==> config.mk <==
export PLATFORM = sky130hd
export DESIGN_NAME = flag_branch_bit_clear_exec
export DESIGN_NICKNAME = d
export VERILOG_FILES = /design/src/verilog/quarter_gen.v /design/src/verilog/flag_branch_bit_clear_exec.v
export VERILOG_INCLUDE_DIRS = /design/src /design/src/verilog
export SDC_FILE = /design/constraint.sdc
export NUM_CORES = 1
export LEC_CHECK = 0
export BUFFER_PORTS_ARGS = -buffer_cell sky130_fd_sc_hd__buf_2
export CAP_MARGIN = 15
export CORE_AREA = 2 2 215 133
export DETAILED_ROUTE_END_ITERATION = 16
export DIE_AREA = 0 0 217 135
export HOLD_SLACK_MARGIN = 0.06
export PLACE_DENSITY = 0.51
export SYNTH_ARGS = -nofsm -noshare
export SYNTH_HDL_FRONTEND = slang
export SYNTH_SLANG_ARGS = --single-unit
==> constraint.sdc <==
create_clock -name ref_clk -period 3.45 [get_ports ref_clk]
set_input_delay 0.345 -clock ref_clk [delete_from_list [all_inputs] [get_ports ref_clk]]
set_output_delay 0.345 -clock ref_clk [all_outputs]
set_load 0.01 [all_outputs]
==> src/verilog/flag_branch_defs.vh <==
// Constants of the bit-clear and flag-branch execution block
`ifndef FLAG_BRANCH_DEFS_VH
`define FLAG_BRANCH_DEFS_VH

// ****************************************************************
// Register byte offsets
// ****************************************************************
`define OFS_CTRL        8'h00
`define OFS_BANK_SEL    8'h04
`define OFS_FLAGS       8'h08
`define OFS_PC          8'h0C
`define OFS_STATUS      8'h10
`define OFS_CYCLES      8'h14

// ****************************************************************
// Field positions
// ****************************************************************
`define CTRL_RUN_BIT    0
`define FLAGS_C_BIT     0
`define FLAGS_N_BIT     1
`define ST_RUN_BIT      0
`define ST_TAKEN_BIT    1
`define ST_NOP_BIT      2
`define ST_BADOP_BIT    3
`define ST_QIDX_LSB     4

// ****************************************************************
// Reset values
// ****************************************************************
`define RST_CTRL        1'b0
`define RST_BANK_SEL    4'h0
`define RST_FLAGS       2'b00
`define RST_PC          16'h0000

// ****************************************************************
// Opcodes
// ****************************************************************
`define OP_BIT_CLEAR    4'h9
`define OP_BR_CARRY     8'hE2
`define OP_BR_NO_CARRY  8'hE3
`define OP_BR_NEG       8'hE6
`define OP_BR_NOT_NEG   8'hE7

// ****************************************************************
// Timing: ref_clk cycles per quarter, quarter indices
// ****************************************************************
`define Q_DIV_DEF       8'h01
`define Q1              2'd0
`define Q2              2'd1
`define Q3              2'd2
`define Q4              2'd3

`endif

==> src/verilog/quarter_gen.v <==
// Divider that cuts the instruction cycle into four quarter enables
`include "flag_branch_defs.vh"
`timescale 1ns/100ps
`default_nettype none

module quarter_gen #(
    parameter [7:0] DIV = `Q_DIV_DEF    // ref_clk cycles per quarter
) (
    // Clock and reset
    input  wire       ref_clk,
    input  wire       rstn,
    // Control
    input  wire       run,
    // Quarter enables
    output reg        q_en,
    output reg  [1:0] q_idx
);

    localparam [7:0] DIV_LAST = DIV - 8'h01;   // Last count of a quarter

    reg [7:0] div_cnt;                       // Clocks within a quarter

    // ****************************************************************
    // Quarter divider
    // ****************************************************************
    // Parked on Q4 while stopped so the first pulse after run opens Q1
    always @(posedge ref_clk or negedge rstn) begin
        if (!rstn) begin
            div_cnt <= 8'h00;
            q_en    <= 1'b0;
            q_idx   <= `Q4;
        end else if (!run) begin
            div_cnt <= 8'h00;
            q_en    <= 1'b0;
            q_idx   <= `Q4;
        end else if (div_cnt == DIV_LAST) begin
            // Quarter boundary: pulse and advance
            div_cnt <= 8'h00;
            q_en    <= 1'b1;
            q_idx   <= q_idx + 2'd1;
        end else begin
            div_cnt <= div_cnt + 8'h01;
            q_en    <= 1'b0;
        end
    end

endmodule // quarter_gen

`default_nettype wire

==> src/verilog/flag_branch_bit_clear_exec.v <==
// Bit-clear and carry/negative branch execution unit with APB registers
`include "flag_branch_defs.vh"
`timescale 1ns/100ps
`default_nettype none

module flag_branch_bit_clear_exec #(
    parameter [7:0]  Q_DIV       = `Q_DIV_DEF, // Clocks per quarter
    parameter [7:0]  ACC_SPLIT   = 8'h80,      // Access bank split address
    parameter [3:0]  ACC_HI_BANK = 4'hF        // Bank above the split
) (
    // Clock and reset
    input  wire        ref_clk,
    input  wire        rstn,
    // APB slave
    input  wire        psel,
    input  wire        penable,
    input  wire        pwrite,
    input  wire [7:0]  paddr,
    input  wire [31:0] pwdata,
    output reg  [31:0] prdata,
    output reg         pready,
    output reg         pslverr,
    // Program memory
    output reg  [15:0] prog_addr,
    output reg         prog_rd,
    input  wire [15:0] prog_data,
    // Data memory
    output reg  [11:0] dmem_addr,
    output reg         dmem_re,
    input  wire [7:0]  dmem_rdata,
    output reg         dmem_we,
    output reg  [7:0]  dmem_wdata,
    // Execution status
    output reg         branch_taken,
    output reg         nop_cycle
);

    // ****************************************************************
    // Declarations
    // ****************************************************************
    wire        q_en;          // Quarter start pulse
    wire [1:0]  q_idx;         // Quarter now starting
    reg         run;           // Software run enable
    reg  [3:0]  bank_sel;      // Bank select register
    reg  [1:0]  flags;         // Carry and negative flags
    reg  [15:0] pc;            // Address of the word being fetched
    reg  [15:0] ir;            // Instruction being executed
    reg         ir_valid;      // Low in a flushed or filler cycle
    reg  [15:0] fetch_word;    // Word fetched this cycle
    reg         is_bclr;       // Decoded bit clear
    reg         take;          // Decoded taken branch
    reg  [7:0]  mod_data;      // Register value with bit cleared
    reg  [15:0] target;        // Branch target
    reg         bad_op;        // Sticky unsupported opcode
    reg  [31:0] cycles;        // Instruction cycle count
    reg  [31:0] next_rdata;    // Read mux
    reg         next_err;      // Unmapped address
    reg         cond_ok;       // Branch condition holds
    reg         br_op;         // Word is a handled branch
    wire        acc_cycle;     // APB access edge
    wire        wr_en;         // APB write edge
    wire        pc_wr;         // Software PC load
    wire        bad_clr;       // Software clear of bad_op
    wire [7:0]  bit_mask;      // One-hot of the bit to clear
    wire [15:0] offset2;       // Sign-extended offset times two

    // ****************************************************************
    // Quarter divider
    // ****************************************************************
    quarter_gen #(
        .DIV     (Q_DIV)
    ) u_quarter (
        .ref_clk (ref_clk),
        .rstn    (rstn),
        .run     (run),
        .q_en    (q_en),
        .q_idx   (q_idx)
    );

    // ****************************************************************
    // APB slave
    // ****************************************************************
    assign acc_cycle = psel & penable & pready;
    assign wr_en     = acc_cycle & pwrite & ~pslverr;
    assign pc_wr     = wr_en & (paddr == `OFS_PC) & ~run;
    assign bad_clr   = wr_en & (paddr == `OFS_STATUS) &
                       pwdata[`ST_BADOP_BIT];

    // Read mux and address decode
    always @* begin
        next_rdata = 32'h0000_0000;
        next_err   = 1'b0;
        case (paddr)
            `OFS_CTRL:     next_rdata[`CTRL_RUN_BIT] = run;
            `OFS_BANK_SEL: next_rdata[3:0] = bank_sel;
            `OFS_FLAGS:    next_rdata[1:0] = flags;
            `OFS_PC:       next_rdata[15:0] = pc;
            `OFS_STATUS: begin
                next_rdata[`ST_RUN_BIT]   = run;
                next_rdata[`ST_TAKEN_BIT] = branch_taken;
                next_rdata[`ST_NOP_BIT]   = nop_cycle;
                next_rdata[`ST_BADOP_BIT] = bad_op;
                next_rdata[`ST_QIDX_LSB+1:`ST_QIDX_LSB] = q_idx;
            end
            `OFS_CYCLES:   next_rdata = cycles;
            default:       next_err = 1'b1;
        endcase
    end

    // Answer in the first access cycle, data and error registered
    always @(posedge ref_clk or negedge rstn) begin
        if (!rstn) begin
            pready  <= 1'b0;
            prdata  <= 32'h0000_0000;
            pslverr <= 1'b0;
        end else if (psel & ~penable) begin
            pready  <= 1'b1;
            prdata  <= next_rdata;
            pslverr <= next_err;
        end else begin
            pready  <= 1'b0;
            pslverr <= 1'b0;
        end
    end

    // Software registers
    always @(posedge ref_clk or negedge rstn) begin
        if (!rstn) begin
            run      <= `RST_CTRL;
            bank_sel <= `RST_BANK_SEL;
            flags    <= `RST_FLAGS;
        end else if (wr_en) begin
            case (paddr)
                `OFS_CTRL:     run      <= pwdata[`CTRL_RUN_BIT];
                `OFS_BANK_SEL: bank_sel <= pwdata[3:0];
                `OFS_FLAGS:    flags    <= pwdata[1:0];
                default:       run      <= run;
            endcase
        end
    end

    // ****************************************************************
    // Decode helpers
    // ****************************************************************
    assign bit_mask = 8'h01 << ir[11:9];
    assign offset2  = {{7{ir[7]}}, ir[7:0], 1'b0};

    // Branch condition from the carry and negative flags
    always @* begin
        br_op   = 1'b1;
        cond_ok = 1'b0;
        case (ir[15:8])
            `OP_BR_CARRY:    cond_ok = flags[`FLAGS_C_BIT];
            `OP_BR_NO_CARRY: cond_ok = ~flags[`FLAGS_C_BIT];
            `OP_BR_NEG:      cond_ok = flags[`FLAGS_N_BIT];
            `OP_BR_NOT_NEG:  cond_ok = ~flags[`FLAGS_N_BIT];
            default:         br_op   = 1'b0;
        endcase
    end

    // ****************************************************************
    // Quarter sequencer
    // ****************************************************************
    // Flags are only read here, never written by execution
    always @(posedge ref_clk or negedge rstn) begin
        if (!rstn) begin
            pc           <= `RST_PC;
            ir           <= 16'h0000;
            ir_valid     <= 1'b0;
            fetch_word   <= 16'h0000;
            is_bclr      <= 1'b0;
            take         <= 1'b0;
            mod_data     <= 8'h00;
            target       <= 16'h0000;
            bad_op       <= 1'b0;
            cycles       <= 32'h0000_0000;
            prog_addr    <= 16'h0000;
            prog_rd      <= 1'b0;
            dmem_addr    <= 12'h000;
            dmem_re      <= 1'b0;
            dmem_we      <= 1'b0;
            dmem_wdata   <= 8'h00;
            branch_taken <= 1'b0;
            nop_cycle    <= 1'b1;
        end else begin
            // Strobes last one clock
            prog_rd <= 1'b0;
            dmem_re <= 1'b0;
            dmem_we <= 1'b0;
            // Software clear of the sticky flag; a new set wins below
            if (bad_clr) begin
                bad_op <= 1'b0;
            end
            if (pc_wr) begin
                // Load PC while stopped; refill before executing
                pc       <= pwdata[15:0];
                ir_valid <= 1'b0;
            end else if (q_en) begin
                case (q_idx)
                    `Q1: begin
                        // Decode and start the prefetch of the next word
                        prog_addr <= pc;
                        prog_rd   <= 1'b1;
                        is_bclr   <= ir_valid &&
                                     ir[15:12] == `OP_BIT_CLEAR;
                        take      <= ir_valid & br_op & cond_ok;
                        nop_cycle <= ~ir_valid;
                        branch_taken <= 1'b0;
                        if (ir_valid && ir[15:12] != `OP_BIT_CLEAR &&
                            !br_op) begin
                            bad_op <= 1'b1;
                        end
                    end
                    `Q2: begin
                        // Read the file register, bank by access bit
                        fetch_word <= prog_data;
                        dmem_re    <= is_bclr;
                        if (ir[8]) begin
                            dmem_addr <= {bank_sel, ir[7:0]};
                        end else if (ir[7:0] < ACC_SPLIT) begin
                            dmem_addr <= {4'h0, ir[7:0]};
                        end else begin
                            dmem_addr <= {ACC_HI_BANK, ir[7:0]};
                        end
                    end
                    `Q3: begin
                        // Modify data, form the branch target
                        mod_data <= dmem_rdata & ~bit_mask;
                        target   <= pc + offset2;
                    end
                    default: begin
                        // Q4: write back or redirect, then next word
                        cycles <= cycles + 32'h0000_0001;
                        if (is_bclr) begin
                            dmem_we    <= 1'b1;
                            dmem_wdata <= mod_data;
                        end
                        if (take) begin
                            // PC write, prefetch dropped
                            pc           <= target;
                            ir_valid     <= 1'b0;
                            branch_taken <= 1'b1;
                        end else begin
                            // Sequential word runs next
                            pc       <= pc + 16'h0002;
                            ir       <= fetch_word;
                            ir_valid <= 1'b1;
                        end
                    end
                endcase
            end
        end
    end

endmodule // flag_branch_bit_clear_exec

`default_nettype wire

After elaboration in Yosys (flattened, before gate mapping)

Cells that the tools add are included.

Register bits: 201
Bits in latches: 0
RAM bits: 0
Memory bits (read-only): 0
Bits of input ports: 69
Output and inout bits: 75
Logic and storage cells: 141
Memories: 0

Add/sub/neg operators: 5
Multipliers: 0
Div/mod/pow operators: 0
$lt $le $gt $ge: 1
Equal/unequal tests: 15
Shift operators: 1
Multiplexer cells: 44
Bitwise gates (word level): 23
Reduce and logical (&&, ||, !) cells: 25

Operators with widths:

| kind                    | count |
|---|---|
| $mux W16                | 5 |
| $add A32 B1 Y32 const B | 1 |
| $eq A8 B8 Y1 const B    | 4 |
| $mux W1                 | 26 |
| $mux W12                | 2 |
| $pmux W10 S2            | 1 |
| $add A16 B16 Y16        | 1 |
| $add A16 B2 Y16 const B | 1 |
| $eq A8 B4 Y1 const B    | 2 |
| $eq A8 B5 Y1 const B    | 2 |
| $logic_not A8 Y1        | 2 |
| $mux W8                 | 2 |
| $reduce_and A3 Y1       | 4 |
| $reduce_and A4 Y1       | 3 |
| $and A1 B1 Y1           | 11 |
| $not A1 Y1              | 10 |
| $pmux W1 S5             | 2 |
| $add A8 B1 Y8 const B   | 1 |
| $and A8 B8 Y8           | 1 |
| $eq A8 B3 Y1 const B    | 1 |
| $lt A8 B8 Y1 const B    | 1 |
| $not A8 Y8              | 1 |
| $pmux W2 S4             | 1 |
| $reduce_and A2 Y1       | 4 |
| other kinds (19)        | 25 |

Longest topological paths before layout

Word-level depth: 11
Mapped depth: 9
Mapped depth without buffers: 9

Hierarchy

From an unflattened synthesis, not the netlist that was laid out.

Cell total of the unflattened synthesis: 914
Area, all modules: 9,758.1 um^2

Modules (own cells, without submodules):

| module                     | instances | cells an instance | area an instance (um^2) | seq. area each (um^2) |
|---|---|---|---|---|
| flag_branch_bit_clear_exec | 1         | 863               | 9,230.1                 | 4,755.8 |
| quarter_gen                | 1         | 51                | 528.0                   | 277.8 |

Worst setup path after synthesis

No wires, ideal clock.

Path kind: input -> register
From: input port paddr[0]
To: register dmem_wdata[0]
Setup time: 0.125 ns
Data arrival time: 2.302 ns
Required time: 3.325 ns
Path slack: 1.023 ns
Stages: 7
Path buffers: 1
Cell sequence: or4_1 or2_0 buf_2 nor4_4 nor2_1 nand2_2 mux2_2

Longest elaborated chain between the ends: 5

Ends and longest elaborated chain:

| element                     | RTL line                         | source |
|---|---|---|
| start, declared             | flag_branch_bit_clear_exec.v:18  | `input wire [7:0] paddr,` |
| $eq A8 B4 Y1                | n/a                              |  |
| $and A1 B1 Y1 (2 in series) | flag_branch_bit_clear_exec.v:85  | `` assign pc_wr = wr_en & (paddr == `OFS_PC) & ~run; `` |
| $not A1 Y1 (no line)        | n/a                              |  |
| $reduce_and A4 Y1 (no line) | n/a                              |  |
| end signal, assigned        | flag_branch_bit_clear_exec.v:236 | `dmem_wdata <= mod_data;` |
| end, declared               | flag_branch_bit_clear_exec.v:32  | `output reg [7:0] dmem_wdata,` |

Every way passes these cells.
A chain may end at the register's enable or synchronous reset.

Final worst setup path

From: register pc[2]
To: register target[14]

Longest elaborated chain between the ends: 1

Ends and longest elaborated chain:

| element                | RTL line                         | source |
|---|---|---|
| start, declared        | flag_branch_bit_clear_exec.v:46  | `reg [15:0] pc;` |
| start signal, assigned | flag_branch_bit_clear_exec.v:167 | `` pc <= `RST_PC; `` |
| start signal, assigned | flag_branch_bit_clear_exec.v:196 | `pc <= pwdata[15:0];` |
| start signal, assigned | flag_branch_bit_clear_exec.v:240 | `pc <= target;` |
| $add A16 B16 Y16       | flag_branch_bit_clear_exec.v:229 | `target <= pc + offset2;` |
| end signal, assigned   | flag_branch_bit_clear_exec.v:229 |  |
| end, declared          | flag_branch_bit_clear_exec.v:53  | `reg [15:0] target;` |

Every way passes these cells.

==> summary.txt <==
cts repair resizes = 0
largest family of logic cells by synthesized area = simple AND/OR/NAND/NOR gates
clk_lat worst skew = 530 ps
slew of the pin with the lowest slew margin = 744 ps
PortBufs = 127
Crit-path slowest cell = dfrtp_1
Final setup viols = 0
mux cell area share after synthesis = 8.97%
Pwr Density = 473 nW/um^2
Seq pwr share = 44.3%
total clock sinks = 201
Post-Synth Simple-Gate Area = 15.6%
clock root cell = clkbuf_16
Yosys cell types = 58
largest net degree at the start of global routing = 86
global placer's final weighted congestion = 0.791
Syn Std Cell Area = 9420 sq um
Non-Filler Instances = 1,441
Synth Instances = 902
Antenna Nets Post-Route = 0
Psw = 0.00128 W
Relative slew margins = 50.4%
async set-reset flop share out of synthesis = 100%
Via Count = 7,166
Max Transition Viols Final = 0
Top Ports = 144
hold_ws = 75.2 ps
CP endpoint kind = flop
TritonCTS clock tree = done
initial drt markers = 475
DP Cell Count = 1,377
# nets final = 1,150
Hold Vio Cnt, Final = 0
crit-path max FO = 6
number of synthesized flops with an enable pin = 0
family with the most delay on the worst path = compound AO/OA/AOI/OAI gates
CTS HTree Levels = 1
Vias/cell = 4.97
per-cell routed wire length = 17.6 um
initial core utilization = 34.7%
crit-path max cell delay = 460 ps
Area Overhead vs Synth = 23.5%
Crit Path Category = flop to flop
DRT Pass-1 Iters = 5
syn nets = 994
ant diodes = 0
predominant post-synthesis flop cell = dfrtp_1
die width = 217 um
RSZ-0062 raised after global routing = no
P_leak = 5.67 nW
row count = 47
vias in the first global route = 7,026
Syn. warnings = 0
Post-Synth XOR/XNOR Area = 5.02%
GRT overflow = 0
share of post-route cells with drive strength above 1 = 23.5%
Req. time, crit path = 3850 ps
Critical Path Source Type = flop
Syn Area/Cell = 10.4 sq um
Core Footprint = 27,200 sq um
Max Root-Sink Buffers = 3
count of buffer and inverter cells on the critical path = 1
minimum clock period = 2690 ps
complex-gate fraction of the synthesized area = 11.0%
max cap viols = 0
Clk pwr share = 48.6%
final WL = 25.4 mm
DIE AREA = 29,300 sq um
crit path cell chain = ha_1, a211oi_1, o21ai_0, a2111oi_0, buf_4, o31ai_1, xnor2_1, mux2_2
CTS buffer count = 22
TNS Setup = 0 ps
synthesized flop and latch total = 201
global-route wire length before repair = 40.2 mm
Gate power share = 7.1%
post-synthesis adder-cell area fraction = 3.14%
Final period util = 77.9%
Hold Path Class = primary input to flop
Clock transition at path regs = 60 ps
Die Ht = 135 um
Max VDD drop = 0.254 mV
Max Fclk = 372 MHz
# DRC = 0
internal power = 0.00423 W
clk_skew = 13.0 ps
sequential share of the synthesized area = 53.5%
antenna violations before repair = 0
CP Data Arrival Time = 3090 ps
status = finished clean
switch share = 23.2%
hpwl dp = 18.0 mm
Overall Global Routing Usage = 17.6%
==> per-layer routing <==
layer	vias to the layer above	part of all wire (%)	GRT usage (%)
li1	3482	-	-
met1	3486	54	28.5
met2	167	39	23.6
met3	31	5.7	3.67
met4	0	1.6	3.31
met5	-	0	0
==> final timing paths <==
path                                             start                         to  slack [ps]  cells after the start
worst max-delay path                 pc[2]$_DFFE_PN0P_     target[14]$_DFFE_PN0P_         760                      8
worst min-delay path                        pwdata[11]         pc[11]$_DFFE_PN0P_          80                      2
worst max register to register       pc[2]$_DFFE_PN0P_     target[14]$_DFFE_PN0P_         760                      8
worst min register to register  prdata[28]$_DFFE_PN0P_     prdata[28]$_DFFE_PN0P_         460                      2
max in group asynchronous                         rstn     prdata[31]$_DFFE_PN0P_        2120                      3
min in group asynchronous                         rstn  dmem_wdata[5]$_DFFE_PN0P_         450                      2
==> power groups by stage <==
stage               sequential [W]  combinational [W]  clock, W
finish                     0.00244           0.000388   0.00268
global route               0.00244           0.000435   0.00286
CTS                        0.00244           0.000392   0.00275
detailed placement         0.00248           0.000370         0
global placement           0.00248           0.000369         0
floorplan                  0.00247           0.000205         0
==> worst register-to-register path, delay by kind of cell (launching register included) <==
kind / cells / cell delay [ps]
buf+inv: 1 / 200
xor+xnor: 1 / 130
fa+ha+maj: 1 / 350
compound gates: 4 / 1160
mux: 1 / 260
flops: 1 / 460
==> repair_timing <==
item                                   4_1_cts  5_1_grt
hold buffers                                24        0
setup buffers                                0        0
setup endpoints to repair                    0        0
endpoints found under the hold margin      103        0
==> registers in the layout, summed over array words and instances, names as in the netlist, 12 cells and up <==
| signal | flops |
|---|---|
| cycles | 32 |
| ir | 16 |
| target | 16 |
| dmem_addr | 12 |
| prdata | 32 |
| prog_addr | 16 |
| fetch_word | 16 |
| pc | 16 |
==> synth_stat cells (all sizes together), types with 4 or more instances <==
cell type | number | area share (%)
a211oi | 6 | 0.48
a21o | 7 | 0.56
a21oi | 31 | 1.6
a221o | 4 | 0.43
a221oi | 8 | 0.74
a22oi | 9 | 0.72
and2 | 9 | 0.60
and3 | 10 | 0.66
and4 | 4 | 0.37
buf | 5 | 0.24
clkbuf | 36 | 1.4
dfrtp | 198 | 53
ha | 22 | 2.9
inv | 28 | 1.1
mux2 | 67 | 8.0
mux2i | 9 | 0.96
nand2 | 129 | 5.2
nand2b | 6 | 0.40
nand3 | 46 | 2.4
nand4 | 12 | 0.80
nor2 | 65 | 2.6
nor2b | 5 | 0.33
nor3 | 10 | 0.53
nor4 | 4 | 0.43
o21a | 5 | 0.40
o21ai | 56 | 3.0
o22ai | 4 | 0.27
o311ai | 4 | 0.37
o31ai | 7 | 0.56
or3 | 6 | 0.40
xnor2 | 38 | 3.5
xor2 | 16 | 1.5
==> layout by cell type (no fill, tap or decap), types with 12 or more instances in the layout <==
cell type,Yosys,routed
dfrtp_1,198,198
nand2_1,128,128
buf_2,3,126
nor2_1,65,65
mux2_2,57,57
o21ai_0,56,56
nand3_1,46,46
xnor2_1,38,38
a21oi_1,31,31
inv_1,28,28
dlygate4sd3_1,0,24
ha_1,22,22
clkbuf_16,0,22
buf_4,0,20
xor2_1,16,16
nand4_1,12,12
==> metrics by stage <==
step	util [%]	setup slack, ps	power (W)	instance area [sq um]
2_1_floorplan	-	1020	0.00267	9420
3_3_place_gp	38.9	693	0.00285	10600
3_5_place_dp	38.9	700	0.00285	10600
4_1_cts	42.8	730	0.00558	11600
5_1_grt	42.8	452	0.00573	11600
6_report	42.8	764	0.00550	11600
==> cells by family (layout without fill, tap and decap cells) <==
family                   count (synthesis)  after routing
AO/OA/AOI/OAI                          162            162
multiplexers                            76             76
AND/OR/NAND/NOR                        316            316
XOR/XNOR                                54             54
adder cells (fa/ha/maj)                 23             23
buffers and inverters                   70            242
flip-flops                             201            201
==> area by class of cell <==
type,instances,area (sq um)
repair buffers,173,1070
multi-input cells,631,4120
inverters,29,109
fillers,2667,15500
flip-flops and latches,201,5030
clock inverters,9,184
clock buffers,31,644
well taps,367,459
Power figures use the tool's default switching activity.
